===== src/irq_mask_pkg.sv =====
package irq_mask_pkg;
   localparam int unsigned reg_width = 32;
   localparam int unsigned addr_width = 8;
   localparam logic [7:0] mask_set_offset = 8'h10;
   localparam logic [7:0] mask_clear_offset = 8'h14;
   localparam logic [31:0] mask_reset_value = 32'h00000000;
   localparam logic [31:0] mask_implemented = 32'hC000007F;
   localparam int unsigned master_gate_bit = 31;
   localparam int unsigned ownership_change_bit = 30;
   localparam int unsigned root_hub_change_bit = 6;
   localparam int unsigned frame_number_overflow_bit = 5;
   localparam int unsigned unrecoverable_error_bit = 4;
   localparam int unsigned resume_detected_bit = 3;
   localparam int unsigned start_of_frame_bit = 2;
   localparam int unsigned done_head_writeback_bit = 1;
   localparam int unsigned scheduling_overrun_bit = 0;
   localparam int unsigned source_count = 31;
endpackage : irq_mask_pkg


===== src/mask_bus_if.sv =====
`timescale 1ns/100ps
interface mask_bus_if;
   logic set_strobe;
   logic clear_strobe;
   logic [31:0] write_data;
   logic [31:0] mask;
   modport ctrl (output set_strobe, output clear_strobe, output write_data, input mask);
   modport store (input set_strobe, input clear_strobe, input write_data, output mask);
endinterface : mask_bus_if


===== src/enable_mask_store.sv =====
`timescale 1ns/100ps
module enable_mask_store
(
   input wire logic clock_in,
   input wire logic reset_n_in,
   mask_bus_if.store bus
);
   import irq_mask_pkg::*;

   logic [31:0] mask;
   logic [31:0] next_mask;

   // one flop per bit, shared by both ports; clear wins when both strike
   always_comb begin
      next_mask = mask;
      if (bus.set_strobe) begin
         next_mask = next_mask | (bus.write_data & mask_implemented);
      end
      if (bus.clear_strobe) begin
         next_mask = next_mask & ~bus.write_data;
      end
   end

   always_ff @(posedge clock_in) begin
      if (!reset_n_in) begin
         mask <= mask_reset_value;
      end else begin
         mask <= next_mask;
      end
   end

   assign bus.mask = mask;
endmodule : enable_mask_store


===== src/usb_host_irq_mask_clear.sv =====
`timescale 1ns/100ps
module usb_host_irq_mask_clear
(
   input wire logic clock_in,
   input wire logic reset_n_in,
   input wire logic reg_write_in,
   input wire logic reg_read_in,
   input wire logic [irq_mask_pkg::addr_width-1:0] reg_addr_in,
   input wire logic [irq_mask_pkg::reg_width-1:0] reg_wdata_in,
   output logic [irq_mask_pkg::reg_width-1:0] reg_rdata_out,
   output logic reg_hit_out,
   input wire logic [irq_mask_pkg::reg_width-1:0] event_flags_in,
   output logic [irq_mask_pkg::reg_width-1:0] enable_mask_out,
   output logic irq_request_out
);
   import irq_mask_pkg::*;

   mask_bus_if bus ();
   logic hit_set;
   logic hit_clear;
   logic [31:0] rdata;
   logic [31:0] next_rdata;
   logic irq;
   logic next_irq;
   logic gate_on;
   logic owner_on;
   logic hub_on;
   logic frame_on;
   logic error_on;
   logic resume_on;
   logic sof_on;
   logic done_on;
   logic overrun_on;
   logic [source_count-1:0] source_live;

   assign hit_set = (reg_addr_in == mask_set_offset);
   assign hit_clear = (reg_addr_in == mask_clear_offset);
   assign reg_hit_out = hit_set | hit_clear;
   assign bus.set_strobe = reg_write_in & hit_set;
   // reserved bits are masked off on set writes and so stay zero, so stray ones there are harmless
   assign bus.clear_strobe = reg_write_in & hit_clear;
   assign bus.write_data = reg_wdata_in;

   enable_mask_store store_inst (
      .clock_in(clock_in),
      .reset_n_in(reset_n_in),
      .bus(bus)
   );

   // named views of the shared mask, one per enable
   assign gate_on = bus.mask[master_gate_bit];
   assign owner_on = bus.mask[ownership_change_bit];
   assign hub_on = bus.mask[root_hub_change_bit];
   assign frame_on = bus.mask[frame_number_overflow_bit];
   assign error_on = bus.mask[unrecoverable_error_bit];
   assign resume_on = bus.mask[resume_detected_bit];
   assign sof_on = bus.mask[start_of_frame_bit];
   assign done_on = bus.mask[done_head_writeback_bit];
   assign overrun_on = bus.mask[scheduling_overrun_bit];

   // flag and enable pair bit by bit; the gate is applied once, after the or
   for (genvar i = 0; i < source_count; i++) begin : g_source
      assign source_live[i] = event_flags_in[i] & bus.mask[i];
   end

   // read data and request are registered; unmapped reads give zero
   always_comb begin
      next_rdata = mask_reset_value;
      if (reg_read_in && reg_hit_out) begin
         next_rdata = bus.mask;
      end
      // request lags the mask by one cycle, so a gate clear is felt two edges on
      next_irq = gate_on & (|source_live);
   end

   always_ff @(posedge clock_in) begin
      if (!reset_n_in) begin
         rdata <= mask_reset_value;
         irq <= 1'b0;
      end else begin
         rdata <= next_rdata;
         irq <= next_irq;
      end
   end

   assign reg_rdata_out = rdata;
   assign irq_request_out = irq;
   assign enable_mask_out = bus.mask;

   // clear port: ones clear, zeros keep
   clear_bit_a: assert property (@(posedge clock_in) disable iff (!reset_n_in)
      bus.clear_strobe
      |=> ((bus.mask & $past(reg_wdata_in)) == 32'h00000000))
      else $error("clear write left a bit set");

   keep_bit_a: assert property (@(posedge clock_in) disable iff (!reset_n_in)
      (bus.clear_strobe && !bus.set_strobe)
      |=> ((bus.mask & ~$past(reg_wdata_in)) == ($past(bus.mask) & ~$past(reg_wdata_in))))
      else $error("clear write disturbed a zero bit");

   quiet_mask_a: assert property (@(posedge clock_in) disable iff (!reset_n_in)
      (!bus.set_strobe && !bus.clear_strobe)
      |=> $stable(bus.mask))
      else $error("mask moved without a write");

   stray_write_a: assert property (@(posedge clock_in) disable iff (!reset_n_in)
      (reg_write_in && !reg_hit_out)
      |=> $stable(bus.mask))
      else $error("write to another offset moved the mask");

   reserved_zero_a: assert property (@(posedge clock_in) disable iff (!reset_n_in)
      (bus.mask & ~mask_implemented)
      == 32'h00000000)
      else $error("reserved enable bit set");

   gate_clear_a: assert property (@(posedge clock_in) disable iff (!reset_n_in)
      (bus.clear_strobe && reg_wdata_in[master_gate_bit])
      |=> !gate_on)
      else $error("master gate not cleared");

   gate_off_a: assert property (@(posedge clock_in) disable iff (!reset_n_in)
      (bus.clear_strobe && reg_wdata_in[master_gate_bit])
      |=> ##1 !irq_request_out)
      else $error("interrupt after gate cleared");

   reset_zero_a: assert property (@(posedge clock_in)
      !reset_n_in
      |=> (bus.mask == 32'h00000000 && !irq_request_out && reg_rdata_out == 32'h00000000))
      else $error("mask not zero after reset");

   owner_clear_a: assert property (@(posedge clock_in) disable iff (!reset_n_in)
      (bus.clear_strobe && reg_wdata_in[ownership_change_bit])
      |=> !owner_on)
      else $error("ownership enable not cleared");

   hub_clear_a: assert property (@(posedge clock_in) disable iff (!reset_n_in)
      (bus.clear_strobe && reg_wdata_in[root_hub_change_bit])
      |=> !hub_on)
      else $error("root hub enable not cleared");

   frame_clear_a: assert property (@(posedge clock_in) disable iff (!reset_n_in)
      (bus.clear_strobe && reg_wdata_in[frame_number_overflow_bit])
      |=> !frame_on)
      else $error("frame overflow enable not cleared");

   error_clear_a: assert property (@(posedge clock_in) disable iff (!reset_n_in)
      (bus.clear_strobe && reg_wdata_in[unrecoverable_error_bit])
      |=> !error_on)
      else $error("error enable not cleared");

   resume_clear_a: assert property (@(posedge clock_in) disable iff (!reset_n_in)
      (bus.clear_strobe && reg_wdata_in[resume_detected_bit])
      |=> !resume_on)
      else $error("resume enable not cleared");

   sof_clear_a: assert property (@(posedge clock_in) disable iff (!reset_n_in)
      (bus.clear_strobe && reg_wdata_in[start_of_frame_bit])
      |=> !sof_on)
      else $error("frame start enable not cleared");

   done_clear_a: assert property (@(posedge clock_in) disable iff (!reset_n_in)
      (bus.clear_strobe && reg_wdata_in[done_head_writeback_bit])
      |=> !done_on)
      else $error("done head enable not cleared");

   overrun_clear_a: assert property (@(posedge clock_in) disable iff (!reset_n_in)
      (bus.clear_strobe && reg_wdata_in[scheduling_overrun_bit])
      |=> !overrun_on)
      else $error("overrun enable not cleared");

   // read path
   read_mask_a: assert property (@(posedge clock_in) disable iff (!reset_n_in)
      (reg_read_in && hit_clear && !reg_write_in)
      |=> (reg_rdata_out == $past(bus.mask)))
      else $error("read did not return mask");

   idle_read_a: assert property (@(posedge clock_in) disable iff (!reset_n_in)
      !reg_read_in
      |=> (reg_rdata_out == 32'h00000000))
      else $error("read data without a read");

   stray_read_a: assert property (@(posedge clock_in) disable iff (!reset_n_in)
      (reg_read_in && !reg_hit_out)
      |=> (reg_rdata_out == 32'h00000000))
      else $error("read of another offset gave data");

   set_read_a: assert property (@(posedge clock_in) disable iff (!reset_n_in)
      (reg_read_in && hit_set && !reg_write_in)
      |=> (reg_rdata_out == $past(bus.mask)))
      else $error("set port read differs from mask");

   // interrupt path
   irq_cause_a: assert property (@(posedge clock_in) disable iff (!reset_n_in)
      irq_request_out
      |-> ($past(bus.mask[31]) && (($past(event_flags_in) & $past(bus.mask) & 32'h7FFFFFFF) != 32'h00000000)))
      else $error("interrupt without cause");

   irq_raise_a: assert property (@(posedge clock_in) disable iff (!reset_n_in)
      (bus.mask[31] && ((event_flags_in & bus.mask & 32'h7FFFFFFF) != 32'h00000000))
      |=> irq_request_out)
      else $error("cause present but no interrupt");

   // set port
   set_bit_a: assert property (@(posedge clock_in) disable iff (!reset_n_in)
      (bus.set_strobe && reg_wdata_in[0])
      |=> bus.mask[0])
      else $error("set write did not set bit");

   set_gate_a: assert property (@(posedge clock_in) disable iff (!reset_n_in)
      (bus.set_strobe && reg_wdata_in[master_gate_bit])
      |=> gate_on)
      else $error("set write did not open the gate");

   set_keep_a: assert property (@(posedge clock_in) disable iff (!reset_n_in)
      bus.set_strobe
      |=> ((bus.mask & ~$past(reg_wdata_in)) == ($past(bus.mask) & ~$past(reg_wdata_in))))
      else $error("set write disturbed a zero bit");
endmodule : usb_host_irq_mask_clear

===== config.mk =====
export PLATFORM = sky130hd
export DESIGN_NAME = usb_host_irq_mask_clear
export DESIGN_NICKNAME = d
export VERILOG_FILES = /design/src/irq_mask_pkg.sv /design/src/mask_bus_if.sv /design/src/enable_mask_store.sv /design/src/usb_host_irq_mask_clear.sv
export SDC_FILE = /design/constraint.sdc
export NUM_CORES = 1
export LEC_CHECK = 0
export BUFFER_PORTS_ARGS = -buffer_cell sky130_fd_sc_hd__buf_2
export CORE_UTILIZATION = 42
export CTS_BUF_LIST = sky130_fd_sc_hd__clkbuf_8
export DETAILED_ROUTE_END_ITERATION = 10
export GPL_ROUTABILITY_DRIVEN = 0
export HOLD_SLACK_MARGIN = 0.15
export PLACE_DENSITY = 0.85
export SKIP_LAST_GASP = 1
export SYNTH_ARGS = -nofsm -noshare
export SYNTH_HDL_FRONTEND = slang
export SYNTH_SLANG_ARGS = --single-unit

===== constraint.sdc =====
create_clock -name clock_in -period 1.8 [get_ports clock_in]
set_input_delay 0.18 -clock clock_in [delete_from_list [all_inputs] [get_ports clock_in]]
set_output_delay 0.18 -clock clock_in [all_outputs]
set_load 0.01 [all_outputs]

==> results.yml <==
run_status:
  status: "finished, final reports clean"
clock_tree:
  clk_path_buf_depth: 2
  clock-sinks: 65
  cts_tree: "built"
  clk_latency_ns: 0.32
  cts_resized: 0
  cts_root_buf: "clkbuf_8"
  numCtsBuffers: 9
  clk_pin_slew_ns: 0.07
  cts_htree_levels: 3
detailed_routing:
  wl_met2_um: 3518
  firstDrtPassIters: 4
  routed.top_layer: "met4"
  vias_per_cell: 4.871
  drc: 0
  met3_length_um: 428
  wl_per_cell_um: 14.45
  detail-route-antenna-nets: 0
  drt-met1-wl_um: 2486
  totalWireLength_um: 6502
  vias: 2192
  drt_iter0_drc: 106
worst_hold_path:
  hold_path_depth: 2
  hold_start: "reg_addr_in[2]"
  holdCritPathClass: "input port to flop"
timing:
  fin_crit_ns: 1.441
  rsz0062_at_grt: "no"
  drv_slew: 0
  setup_tns_ns: 0
  holdWs_ns: 0.2213
  final.period_utilization_pct: 80.05
  finalHoldViolCount: 0
  skew_ns: 0.005836
  maxSlewHeadroom_pct: 74.12
  worstMarginPinSlew_ns: 0.3882
  setup_viol: 0
  fmax_ghz: 0.6940
final_layout:
  multiInputGateArea_sq_um: 762.0
  final_common_cell: "buf_2"
  fin_cells: 450
  fillCellCount: 368
  seq_area_sq_um: 1301
  nets: 455
  stdcell_area_sq_um: 3472
  area_delta_synth_final_pct: 64.59
  num_antenna_cells: 0
  final_cell_mix: "140 x buf_2, 65 x dfxtp_1, 33 x dlygate4sd3_1"
  drive_gt1_share_pct: 43.08
floorplanning:
  dieArea_sq_um: 5310
  coreArea_sq_um: 4786
  ios: 142
  die_height_um: 72.87
  initial_core_util_pct: 44.08
  die_w_um: 72.87
  fp-row-count: 25
grt:
  overflow: 0
  grt_usage_pct: 25.77
  grt_pass1_wl_um: 10070
  grt_max_degree: 22
  grt_pass1_vias: 2190
  antenna_found_initial: 0
logic_synthesis:
  synthArstFlopShare_pct: 0
  yosysTopAreaCell: "dfxtp_1"
  synth-edff-count: 0
  synth.avg_cell_area_sq_um: 10.60
  ys_ff_latch: 65
  synth_nets: 275
  yosys_warnings: 0
  ys_types: 24
  ys.flop_type: "dfxtp_1"
  synthesis.area_sq_um: 2110
  netlist.area_leader.share_pct: 61.68
  syn_inst: 199
  ys_seq_area_share_pct: 61.68
  netlist_top_cells_area: "dfxtp_1 62%, and2_1 9.5%, a21oi_1 7.4%"
setup_path:
  worstPathRequired_ns: 1.62
  r2r.worst_path.cells: 4
  cp_max_fo: 3
  cpPeakStageDelay_ns: 0.57
  end_kind: "output port"
  cp-start-kind: "input port"
  cp_slowest_cell: "or4_4"
  arrival_ns: 1.26
  reg2reg_slack_ns: 0.40
  r2r-end: "irq_request_out$_SDFF_PN0_"
  crit_type: "input port to output port"
  crit_path_frequent_cell: "buf_2"
  critical-path-top-delay-family: "simple AND/OR/NAND/NOR gates"
  critPathLaunch: "reg_addr_in[7]"
  path_buf_inv: 2
  crit_chain: "buf_2 -> or4_4 -> nor3_1 -> buf_2"
pwr:
  peakVddDrop_mv: 0.4935
  leakage_nw: 1.721
  p_per_area_nw_per_um2: 865.5
job:
  drv_cap: 0
place:
  dpl.hpwl_um: 4325
  postPlaceCellArea_sq_um: 2913
  numPlacedInstances: 402
  numPortBuffers: 140
worst max-delay path by stage:
stage                                        end  slack (ns)  cells past startpoint
floorplan           reg_rdata_out[30]$_SDFF_PN0_        0.05                      5
global placement                            flop        0.11                      6
detailed placement                          flop        0.04                      6
CTS                                  reg_hit_out        0.36                      4
global route          irq_request_out$_SDFF_PN0_        0.30                      4
finish                               reg_hit_out        0.36                      4
metrics by stage:
stage	utilization (%)	worst slack, ns	power [mW]
floorplan	-	0.05213	1.494
global placement	60.86	0.1118	1.585
detailed placement	60.86	0.03523	1.587
CTS	72.55	0.3619	3.021
global route	72.55	0.2958	3.102
finish	72.55	0.3591	3.005
cells by family after synthesis:
group,synth area share [%]
flops,61.68
compound gates,18.09
buf+inv,2.610
simple gates,17.62
cells in the mapped netlist (all sizes together), types with 2 or more instances:
cell type	n
buf	3
nand4	3
nand2	24
a22o	3
dfxtp	65
nor4	2
a311oi	9
clkbuf	7
a221oi	3
a22oi	8
and2	32
a21oi	32
power by group:
part,switching [mW],internal (mW)
registers,0.000468,1.44
clock network,0.510,0.882
logic,0.0646,0.110
metal layers:
layer / up-vias / global-route usage [%]
met3: 9 / 6.906
met1: 1012 / 27.14
met5: - / 0
met2: 100 / 49.01
met4: 0 / 8.932
li1: 1071 / -
timing repair:
item	4_1_cts	5_1_grt
hold endpoints to repair	32	0
setup endpoints to repair	0	0
setup buffers	0	0
hold buffers	33	0
area by class of cell:
class | instances | share of cell area [%]
Clock buffer | 12 | 4.757
Clock inverter | 3 | 1.838
Inverter | 2 | 0.2162
Multi-Input combinational cell | 122 | 21.95
Sequential cell | 65 | 37.48
Tap cell | 67 | 2.414
Timing Repair Buffer | 179 | 31.35
(Power assumes the default switching activity.)
